File: src/rtl/fbf_pkg.sv
// Constants and types shared by the flash bus front end host controller.
package fbf_pkg;

    // Clock period of sys_clk_i in ns.
    localparam int CLK_PERIOD_NS = 10;

    // Pin timing figures in ns; plain defaults, tune for the fitted part.
    localparam int SELECT_ACCESS_NS = 100;
    localparam int WR_PULSE_NS = 50;
    localparam int CLEAR_PULSE_MIN_NS = 80;
    localparam int CLEAR_TO_READ_DELAY_NS = 50;

    // Cycle counts, least times rounded up to whole cycles.
    localparam int SELECT_ACCESS_CYC =
        (SELECT_ACCESS_NS + CLK_PERIOD_NS - 1) / CLK_PERIOD_NS;
    localparam int WR_PULSE_CYC =
        (WR_PULSE_NS + CLK_PERIOD_NS - 1) / CLK_PERIOD_NS;
    localparam int CLEAR_PULSE_MIN_CYC =
        (CLEAR_PULSE_MIN_NS + CLK_PERIOD_NS - 1) / CLK_PERIOD_NS;
    localparam int CLEAR_TO_READ_DELAY_CYC =
        (CLEAR_TO_READ_DELAY_NS + CLK_PERIOD_NS - 1) / CLK_PERIOD_NS;

    // Flip-flops between a pin and the logic that reads it.
    localparam int SYNC_STAGES = 2;
    localparam int READ_WAIT_CYC = SELECT_ACCESS_CYC + SYNC_STAGES;

    localparam int ADDR_W = 20;
    localparam int DATA_W = 8;
    localparam int CNT_W = 8;

    // Values after reset.
    localparam logic RST_PIN_HIGH = 1'b1;
    localparam logic [CNT_W-1:0] RST_CNT = 8'h00;

    typedef enum logic [2:0] {
        FBF_IDLE,
        FBF_RD_WAIT,
        FBF_WR_PULSE,
        FBF_WR_HOLD,
        FBF_CLR_PULSE,
        FBF_CLR_RECOVER
    } fbf_state_t;

    // One request from the user side.
    typedef struct packed {
        logic wr;
        logic [ADDR_W-1:0] addr;
        logic [DATA_W-1:0] wdata;
    } fbf_req_t;

    // Control pins toward the flash.
    typedef struct packed {
        logic chip_sel_n;
        logic out_gate_n;
        logic wr_strobe_n;
        logic hw_clear_n;
    } fbf_ctl_pins_t;

endpackage

File: src/rtl/fbf_host.sv
// Host controller driving the flash bus operation pins.
`timescale 1ns/100ps
module fbf_host (
    input wire logic sys_clk_i,
    input wire logic resetn_i,
    input wire logic req_valid_i,
    input wire fbf_pkg::fbf_req_t req_i,
    output logic req_ready_o,
    input wire logic clear_valid_i,
    output logic clear_ready_o,
    output logic rsp_valid_o,
    output logic [fbf_pkg::DATA_W-1:0] rsp_rdata_o,
    output logic busy_o,
    output logic restart_needed_o,
    output logic chip_sel_n_o,
    output logic out_gate_n_o,
    output logic wr_strobe_n_o,
    output logic hw_clear_n_o,
    output logic [fbf_pkg::ADDR_W-1:0] addr_lines_o,
    input wire logic [fbf_pkg::DATA_W-1:0] byte_lines_i,
    output logic [fbf_pkg::DATA_W-1:0] byte_lines_o,
    output logic byte_lines_oe_o,
    input wire logic op_done_flag_i
);
    import fbf_pkg::*;

    typedef struct packed {
        fbf_state_t st;
        logic [CNT_W-1:0] cnt;
        fbf_ctl_pins_t pins;
        logic [ADDR_W-1:0] addr;
        logic [DATA_W-1:0] wdata;
        logic dq_oe;
        logic [DATA_W-1:0] rdata;
        logic rsp;
        logic restart;
        logic [DATA_W-1:0] dq_s1;
        logic [DATA_W-1:0] dq_s2;
        logic done_s1;
        logic done_s2;
    } fbf_regs_t;

    localparam fbf_regs_t RST_REGS = '{
        st: FBF_IDLE,
        cnt: RST_CNT,
        pins: '{RST_PIN_HIGH, RST_PIN_HIGH, RST_PIN_HIGH, RST_PIN_HIGH},
        addr: '0,
        wdata: '0,
        dq_oe: 1'b0,
        rdata: '0,
        rsp: 1'b0,
        restart: 1'b0,
        dq_s1: '0,
        dq_s2: '0,
        done_s1: RST_PIN_HIGH,
        done_s2: RST_PIN_HIGH
    };

    fbf_regs_t r;
    fbf_regs_t next_r;
    logic idle;

    assign idle = (r.st == FBF_IDLE);
    assign clear_ready_o = idle;
    assign req_ready_o = idle && !clear_valid_i;

    always_comb begin
        next_r = r;
        next_r.rsp = 1'b0;
        // Pin inputs pass two flip-flops before any logic reads them.
        next_r.dq_s1 = byte_lines_i;
        next_r.dq_s2 = r.dq_s1;
        next_r.done_s1 = op_done_flag_i;
        next_r.done_s2 = r.done_s1;
        case (r.st)
            FBF_IDLE: begin
                if (clear_valid_i) begin
                    if (!r.done_s2) begin
                        next_r.restart = 1'b1;
                    end
                    next_r.pins.hw_clear_n = 1'b0;
                    next_r.cnt = CNT_W'(CLEAR_PULSE_MIN_CYC - 1);
                    next_r.st = FBF_CLR_PULSE;
                end else if (req_valid_i && req_i.wr) begin
                    next_r.restart = 1'b0;
                    next_r.addr = req_i.addr;
                    next_r.wdata = req_i.wdata;
                    next_r.pins.chip_sel_n = 1'b0;
                    next_r.pins.wr_strobe_n = 1'b0;
                    next_r.pins.out_gate_n = 1'b1;
                    next_r.dq_oe = 1'b1;
                    next_r.cnt = CNT_W'(WR_PULSE_CYC - 1);
                    next_r.st = FBF_WR_PULSE;
                end else if (req_valid_i) begin
                    next_r.addr = req_i.addr;
                    next_r.pins.chip_sel_n = 1'b0;
                    next_r.pins.out_gate_n = 1'b0;
                    next_r.pins.wr_strobe_n = 1'b1;
                    next_r.dq_oe = 1'b0;
                    next_r.cnt = CNT_W'(READ_WAIT_CYC - 1);
                    next_r.st = FBF_RD_WAIT;
                end
            end
            FBF_RD_WAIT: begin
                if (r.cnt == RST_CNT) begin
                    next_r.rdata = r.dq_s2;
                    next_r.rsp = 1'b1;
                    next_r.pins.chip_sel_n = 1'b1;
                    next_r.pins.out_gate_n = 1'b1;
                    next_r.st = FBF_IDLE;
                end else begin
                    next_r.cnt = r.cnt - 1'b1;
                end
            end
            FBF_WR_PULSE: begin
                if (r.cnt == RST_CNT) begin
                    next_r.pins.wr_strobe_n = 1'b1;
                    next_r.pins.chip_sel_n = 1'b1;
                    next_r.st = FBF_WR_HOLD;
                end else begin
                    next_r.cnt = r.cnt - 1'b1;
                end
            end
            FBF_WR_HOLD: begin
                // Data is held one cycle past the strobe rising edge.
                next_r.dq_oe = 1'b0;
                next_r.rsp = 1'b1;
                next_r.st = FBF_IDLE;
            end
            FBF_CLR_PULSE: begin
                if (r.cnt == RST_CNT) begin
                    next_r.pins.hw_clear_n = 1'b1;
                    next_r.cnt = CNT_W'(CLEAR_TO_READ_DELAY_CYC - 1);
                    next_r.st = FBF_CLR_RECOVER;
                end else begin
                    next_r.cnt = r.cnt - 1'b1;
                end
            end
            FBF_CLR_RECOVER: begin
                if (r.cnt != RST_CNT) begin
                    next_r.cnt = r.cnt - 1'b1;
                end else if (r.done_s2) begin
                    next_r.rsp = 1'b1;
                    next_r.st = FBF_IDLE;
                end
            end
            default: begin
                next_r = RST_REGS;
            end
        endcase
    end

    always_ff @(posedge sys_clk_i or negedge resetn_i) begin
        if (!resetn_i) begin
            r <= RST_REGS;
        end else begin
            r <= next_r;
        end
    end

    assign chip_sel_n_o = r.pins.chip_sel_n;
    assign out_gate_n_o = r.pins.out_gate_n;
    assign wr_strobe_n_o = r.pins.wr_strobe_n;
    assign hw_clear_n_o = r.pins.hw_clear_n;
    assign addr_lines_o = r.addr;
    assign byte_lines_o = r.wdata;
    assign byte_lines_oe_o = r.dq_oe;
    assign rsp_valid_o = r.rsp;
    assign rsp_rdata_o = r.rdata;
    assign busy_o = !r.done_s2;
    assign restart_needed_o = r.restart;

    AST_READ_LEVELS: assert property (@(posedge sys_clk_i)
        disable iff (!resetn_i)
        !out_gate_n_o |-> !chip_sel_n_o && wr_strobe_n_o && hw_clear_n_o
            && !byte_lines_oe_o)
        else $error("Read cycle pin levels wrong.");

    AST_WRITE_LEVELS: assert property (@(posedge sys_clk_i)
        disable iff (!resetn_i)
        !wr_strobe_n_o |-> !chip_sel_n_o && out_gate_n_o && byte_lines_oe_o)
        else $error("Write cycle pin levels wrong.");

    AST_NO_CONTENTION: assert property (@(posedge sys_clk_i)
        disable iff (!resetn_i)
        byte_lines_oe_o |-> out_gate_n_o && hw_clear_n_o)
        else $error("Host drives data while gate is low.");

    AST_WRITE_WIDTH: assert property (@(posedge sys_clk_i)
        disable iff (!resetn_i)
        $fell(wr_strobe_n_o) |-> !wr_strobe_n_o[*5] ##1 wr_strobe_n_o
            ##1 !byte_lines_oe_o && rsp_valid_o)
        else $error("Write strobe width wrong.");

    AST_READ_ACCESS: assert property (@(posedge sys_clk_i)
        disable iff (!resetn_i)
        $fell(out_gate_n_o) |-> !out_gate_n_o[*8] ##1 !out_gate_n_o[*4]
            ##1 rsp_valid_o && out_gate_n_o)
        else $error("Read answer timing wrong.");

    AST_CLEAR_WIDTH: assert property (@(posedge sys_clk_i)
        disable iff (!resetn_i)
        $fell(hw_clear_n_o) |-> !hw_clear_n_o[*8] ##1 hw_clear_n_o)
        else $error("Clear pulse width wrong.");

    AST_RESTART_FLAG: assert property (@(posedge sys_clk_i)
        disable iff (!resetn_i)
        clear_valid_i && clear_ready_o && busy_o |=> restart_needed_o)
        else $error("Interrupted operation not flagged.");

    AST_RECOVERY: assert property (@(posedge sys_clk_i)
        disable iff (!resetn_i)
        $rose(hw_clear_n_o) |-> (out_gate_n_o && !req_ready_o)[*5])
        else $error("Read started inside clear recovery.");

    COV_READ: cover property (@(posedge sys_clk_i) disable iff (!resetn_i)
        $fell(out_gate_n_o) ##[1:20] rsp_valid_o);
    COV_WRITE: cover property (@(posedge sys_clk_i) disable iff (!resetn_i)
        $fell(wr_strobe_n_o) ##[1:20] rsp_valid_o);
    COV_CLEAR_BUSY: cover property (@(posedge sys_clk_i)
        disable iff (!resetn_i)
        clear_valid_i && clear_ready_o && busy_o);

endmodule // fbf_host

File: config.mk
export PLATFORM = sky130hd
export DESIGN_NAME = fbf_host
export DESIGN_NICKNAME = d
export VERILOG_FILES = /design/src/rtl/fbf_pkg.sv /design/src/rtl/fbf_host.sv
export SDC_FILE = /design/constraint.sdc
export NUM_CORES = 1
export LEC_CHECK = 0
export BUFFER_PORTS_ARGS = -buffer_cell sky130_fd_sc_hd__buf_2
export CORE_MARGIN = 5
export CORE_UTILIZATION = 30
export DETAILED_ROUTE_END_ITERATION = 8
export GPL_TIMING_DRIVEN = 0
export HOLD_SLACK_MARGIN = 0.15
export PLACE_DENSITY = 0.48
export SKIP_LAST_GASP = 1
export SYNTH_ARGS = -nofsm -noshare
export SYNTH_HDL_FRONTEND = slang
export SYNTH_SLANG_ARGS = --single-unit
File: constraint.sdc
create_clock -name sys_clk_i -period 2.3 [get_ports sys_clk_i]
set_clock_uncertainty 0.2 [all_clocks]
set_input_delay 0.46 -clock sys_clk_i [delete_from_list [all_inputs] [get_ports sys_clk_i]]
set_output_delay 0.46 -clock sys_clk_i [all_outputs]
set_load 0.1 [all_outputs]
==> results of run 1 <==
registers in the layout (all words and copies together), names as in the netlist, 8 cells and up:
register	count
r	29
rsp_rdata_o	8
byte_lines_o	8
addr_lines_o	20
layer usage:
metal  up-vias  GRT usage, %
met2        97         20.41
li1       1500             -
met4         0         2.720
met1      1399         18.29
met5         -             0
met3         2         3.157
path summary, 6_finish.rpt:
check,from,slack [ns],end
max in group asynchronous,resetn_i,0.86,r[0]
worst max-delay path,r[69],0.04,clear_ready_o
worst min-delay path,req_i[24],0.16,addr_lines_o[16]
worst min register to register,r[14],0.25,r[6]
worst max register to register,r[61],0.10,r[69]
min in group asynchronous,resetn_i,0.43,r[69]
worst max-delay path, cell delays in order (launching register included):
cell and delay, ns:
dfrtp_1 0.37, buf_6 0.14, or3_1 0.34, buf_4 0.18, inv_6 0.08, buf_12 0.17
synth_stat cells (all sizes together) (2+ instances only):
cell type | number | area (sq um)
nand3 | 23 | 115.1
o211ai | 2 | 15.01
nor2b | 11 | 68.82
or3b | 2 | 17.52
o221ai | 2 | 17.52
o31ai | 6 | 58.81
a31oi | 4 | 25.02
nor4 | 3 | 48.80
or4 | 3 | 30.03
o21a | 2 | 15.01
dfrtp | 66 | 1652
inv | 28 | 105.1
o21ai | 53 | 265.3
a21oi | 9 | 48.80
buf | 50 | 357.8
nand2 | 38 | 142.6
a211oi | 3 | 22.52
a22oi | 8 | 60.06
nand2b | 4 | 25.02
a2bb2oi | 2 | 17.52
nor3 | 9 | 61.31
dfstp | 6 | 157.7
clkbuf | 7 | 28.78
nor2 | 14 | 52.55
and2 | 16 | 100.1
power by group through the flow:
stage                     sequential [W]  combinational, W  clock (W)
after floorplan                  0.00216           0.00206          0
after global placement           0.00183           0.00288          0
after detailed placement         0.00184           0.00288          0
after CTS                        0.00183           0.00293    0.00155
after global routing             0.00187           0.00311    0.00160
final                            0.00183           0.00293    0.00149
repair_timing:
item,in CTS,in global routing
setup buffers,1,1
hold buffers,11,0
setup endpoints to repair,11,9
pin swaps,0,1
gates cloned,0,0
endpoints found under the hold margin,39,0
resized for setup,9,3
logic make-up (layout without fill, tap and decap cells):
group	count (synthesis)	in the layout	synth area share, %
fa+ha+maj	1	1	0.3441
simple gates	127	127	19.20
flops	72	72	49.76
compound gates	99	99	16.93
xor+xnor	1	1	0.2409
buf+inv	85	200	13.52
final cells by class:
cell class | count | area [sq um] | area share, %
plain buffers | 56 | 400.4 | 8.355
clock buffers | 10 | 229.0 | 4.778
clock inverters | 6 | 93.84 | 1.958
inverters | 28 | 110.1 | 2.298
multi-input cells | 228 | 1356 | 28.30
flip-flops and latches | 72 | 1810 | 37.78
well taps | 147 | 183.9 | 3.838
repair buffers | 100 | 608.1 | 12.69
metrics by stage:
stage	hold WS (ns)	area, sq um
4_1_cts	0.1507	4762
6_report	0.1601	4792
3_3_place_gp	0.2310	4274
2_1_floorplan	-0.03559	3660
5_1_grt	0.1677	4792
3_5_place_dp	0.2322	4297
==> metrics.txt, run 1 <==
Pint=0.003286 W; final setup fails=0; area growth from synthesis to layout=31.80%; H-tree Lvls=3; CTS tree=done; Vias=2,998; outcome=complete, no violations; crit path DAT=1.60 ns; number of port buffers=86; die height=120.1 um; static leakage=2.256 nW; antenna cell count=0; drt pass-1 iters=4; Final Wtd Congestion=0.8077; die area=14,420 sq um; first-pass GRT wire length=15,210 um; Hold Violations, Final=0; initial antenna violation count=0; Clock transition at path regs=0.06 ns; Worst Path Required=1.64 ns; clk root buf=clkbuf_16; Clock Power Share=23.9%; Pwr Total=0.006257 W; final worst slack=0.04489 ns; setup TNS=0 ns; EDFF count, synth=0; fill count=1,214; CP Class=reg2out; Total Wirelength=9261 um; Hold/Removal Path Class=in2reg; std cell rows=40; Initial Utilization=30.40%; most frequent cells in the layout=buf_2, dfrtp_1, o21ai_0; fin cells=647; Cells after Synth=385; crit path capture type=output port; DRT antenna net count=0; worst skew pair latency=0.32 ns; Combinational Power Share=46.9%; DR WL met2=4290 um; Reg2Reg Depth=6; drc violations=0; ys async rst share=100.0%; initial detailed-routing violation count=130; Syn Nets=428; Max Fclk=443.4 MHz; commonest non-fill, non-tap cell in the layout=buf_2; clock sink count=72; switching share of power=47.48%; Synth Area per Inst=9.444 sq um; Via density=4.634; Pins Over Slew Limit=0; Netlist cell types=51; post-DP HPWL=6572 um; vias in the first global route=2,934; Max-Slew Margin vs Limit=61.91%; Post-Route Utilization=40.06%; GR Overflow Total=0; Slew @ Worst Pin=0.5654 ns; final worst-path cycle share=98.05%; gr usage total=13.02%; Metal-1 WL=4418 um; routed wl met3=528 um; Main synth FF type=dfrtp_1; Post-layout nets=538; fin crit period=2.255 ns; I/O Pins=88; Sequential Power Share=29.2%; top layer in use=met4; Seq/Total Area, Yosys=49.76%; peak supply drop=0.6482 mV; Inst Count DP=619; Synth Register Bits=72; Num CTS Buffers=9; Pwr per Cell Area=1306 nW/um^2; yosys warns=0; synthesized area=3636 sq um; Die W=120.1 um; Startpoint Class=flop; hold path depth=3; Clock Tree Buf Depth=2; pre-CTS WS=-0.1942 ns; wire per inst=14.31 um; # Max-Cap Violations=0; layout cell share with drive strength beyond 1=35.20%; area of the core=11,960 sq um; largest net degree at the start of global routing=43; Crit Path Max Fanout=10; switching power total=0.002971 W
(Power assumes the default switching activity.)
==> inputs of run 2 (changes only) <==
clock period = 2.2 ns   (was 2.3 ns; I/O delays follow)
==> run 2 against run 1 <==
  * The flow now finishes with violations (negative setup slack)
  * Flip-flop and latch count unchanged
  * Via count increased by 2.5%
  * Die area unchanged
  * Highest routed layer unchanged
==> metrics.txt, run 2 (same netlist as run 1, synthesis figures left out) <==
first-pass GRT wire length=15,410 um; wire per inst=13.94 um; area of the core=11,960 sq um; clock sink count=72; failing checks=negative setup slack; final worst slack=-0.09540 ns; static leakage=2.369 nW; Most flops, register=r; WHS=0.1477 ns; DRT antenna net count=0; fin crit period=2.295 ns; initial antenna violation count=0; CP Class=reg2out; gr usage total=13.16%; die height=120.1 um; Crit Path Max Fanout=7; Clock Tree Buf Depth=2; layout cell share with drive strength beyond 1=35.82%; slowest stage delay, CP=0.45 ns; post-DP HPWL=6587 um; final setup fails=1; crit-path cells=or3_4 -> buf_6 -> inv_8 -> buf_8 -> buf_12; Reg2Reg Depth=6; vias in the first global route=3,087; outcome=complete, but fails checks; Total Wirelength=9328 um; area growth from synthesis to layout=38.51%; drc violations=0; Num CTS Buffers=9; crit path DAT=1.66 ns; Crit-path slowest cell=dfrtp_2; CTS tree=done; Max-Slew Margin vs Limit=60.77%; die area=14,420 sq um; Post-layout nets=560; largest net degree at the start of global routing=40; antenna cell count=0; Pins Over Slew Limit=0; initial detailed-routing violation count=121; Post-Route Utilization=42.10%; worst skew pair latency=0.33 ns; clk root buf=clkbuf_16; Slew @ Worst Pin=0.5831 ns; Die W=120.1 um; # Max-Cap Violations=0; std cell rows=40; Worst Path Required=1.56 ns; fin area=5036 sq um; peak supply drop=0.7355 mV; final worst-path cycle share=104.3%; Max Fclk=435.7 MHz; crit path capture type=output port; Hold/Removal Path Class=in2reg; RSZ-0062 raised after global routing=yes; fin cells=669; Vias=3,073; Placed Area=4297 sq um; number of flip-flops in the largest register=29; drt pass-1 iters=4; commonest non-fill, non-tap cell in the layout=buf_2; Inst Count DP=619; most frequent cells in the layout=buf_2, dfrtp_1, o21ai_0; GR Overflow Total=0; I/O Pins=88; Initial Utilization=30.40%; number of port buffers=86; Hold Violations, Final=0; Pwr per Cell Area=1321 nW/um^2; H-tree Lvls=3; Via density=4.593; Clock transition at path regs=0.06 ns; Final Wtd Congestion=0.8136; Startpoint Class=flop; hold path depth=3
run 2: cell count changes in the layout (fill, tap and decap cells not counted), moves of 2 or more:
| cell | previous run | this run |
|---|---|---|
| buf_4 | 40 | 44 |
| buf_6 | 4 | 6 |
| dlygate4sd3_1 | 11 | 26 |
| clkinv_4 | 3 | 1 |
run 2: final timing paths:
path                       startpoint         endpoint  slack, ns
setup / recovery                r[70]    clear_ready_o       -0.1
hold reg to reg                 r[14]             r[6]       0.25
min in group asynchronous    resetn_i  byte_lines_oe_o       0.40
setup reg to reg                r[70]  addr_lines_o[2]       0.03
hold / removal              req_i[14]  addr_lines_o[6]       0.15
max in group asynchronous    resetn_i             r[0]       0.78
run 2: critical path: cells and delay by family, from the launching register on:
kind | cells | cell delay [ns]
buffers and inverters | 4 | 0.48
DFF | 1 | 0.45
and+or+nand+nor | 1 | 0.40
run 2: layer usage:
layer	up-vias	wire length [um]	GRT usage (%)
met5	-	0	0
met4	0	105	2.577
met3	9	513	3.723
met2	80	4175	20.97
met1	1437	4534	17.95
li1	1547	-	-
run 2: repair_timing:
item	4_1_cts	5_1_grt
setup endpoints to repair	14	18
gates resized for setup	15	9
pin swaps	1	0
buffers inserted	2	6
hold endpoints to repair	57	0
hold buffers	26	0
run 2: power breakdown:
group / internal, W / total (W) / switching [W]
clock network: 0.000999 / 0.00157 / 0.000575
logic: 0.000852 / 0.00317 / 0.00231
registers: 0.00166 / 0.00191 / 0.000253
run 2: through the flow:
stage | power, W | worst slack [ns] | TNS, ns
2_1_floorplan | 0.004407 | -0.4618 | -4.265
3_3_place_gp | 0.004926 | -0.2685 | -2.497
3_5_place_dp | 0.004941 | -0.2845 | -1.924
4_1_cts | 0.006646 | -0.1516 | -0.1516
5_1_grt | 0.006999 | -0.1443 | -0.9154
6_report | 0.006650 | -0.09540 | -0.09540
run 2: final cells by class:
| cell class | count | area (sq um) |
|---|---|---|
| well taps | 147 | 183.9 |
| repair buffers | 121 | 807.0 |
| clock inverters | 6 | 92.59 |
| fillers | 1179 | 6925 |
| clock buffers | 10 | 229.0 |
| inverters | 28 | 112.6 |
| flip-flops and latches | 72 | 1810 |
| plain buffers | 57 | 420.4 |
| multi-input cells | 228 | 1380 |
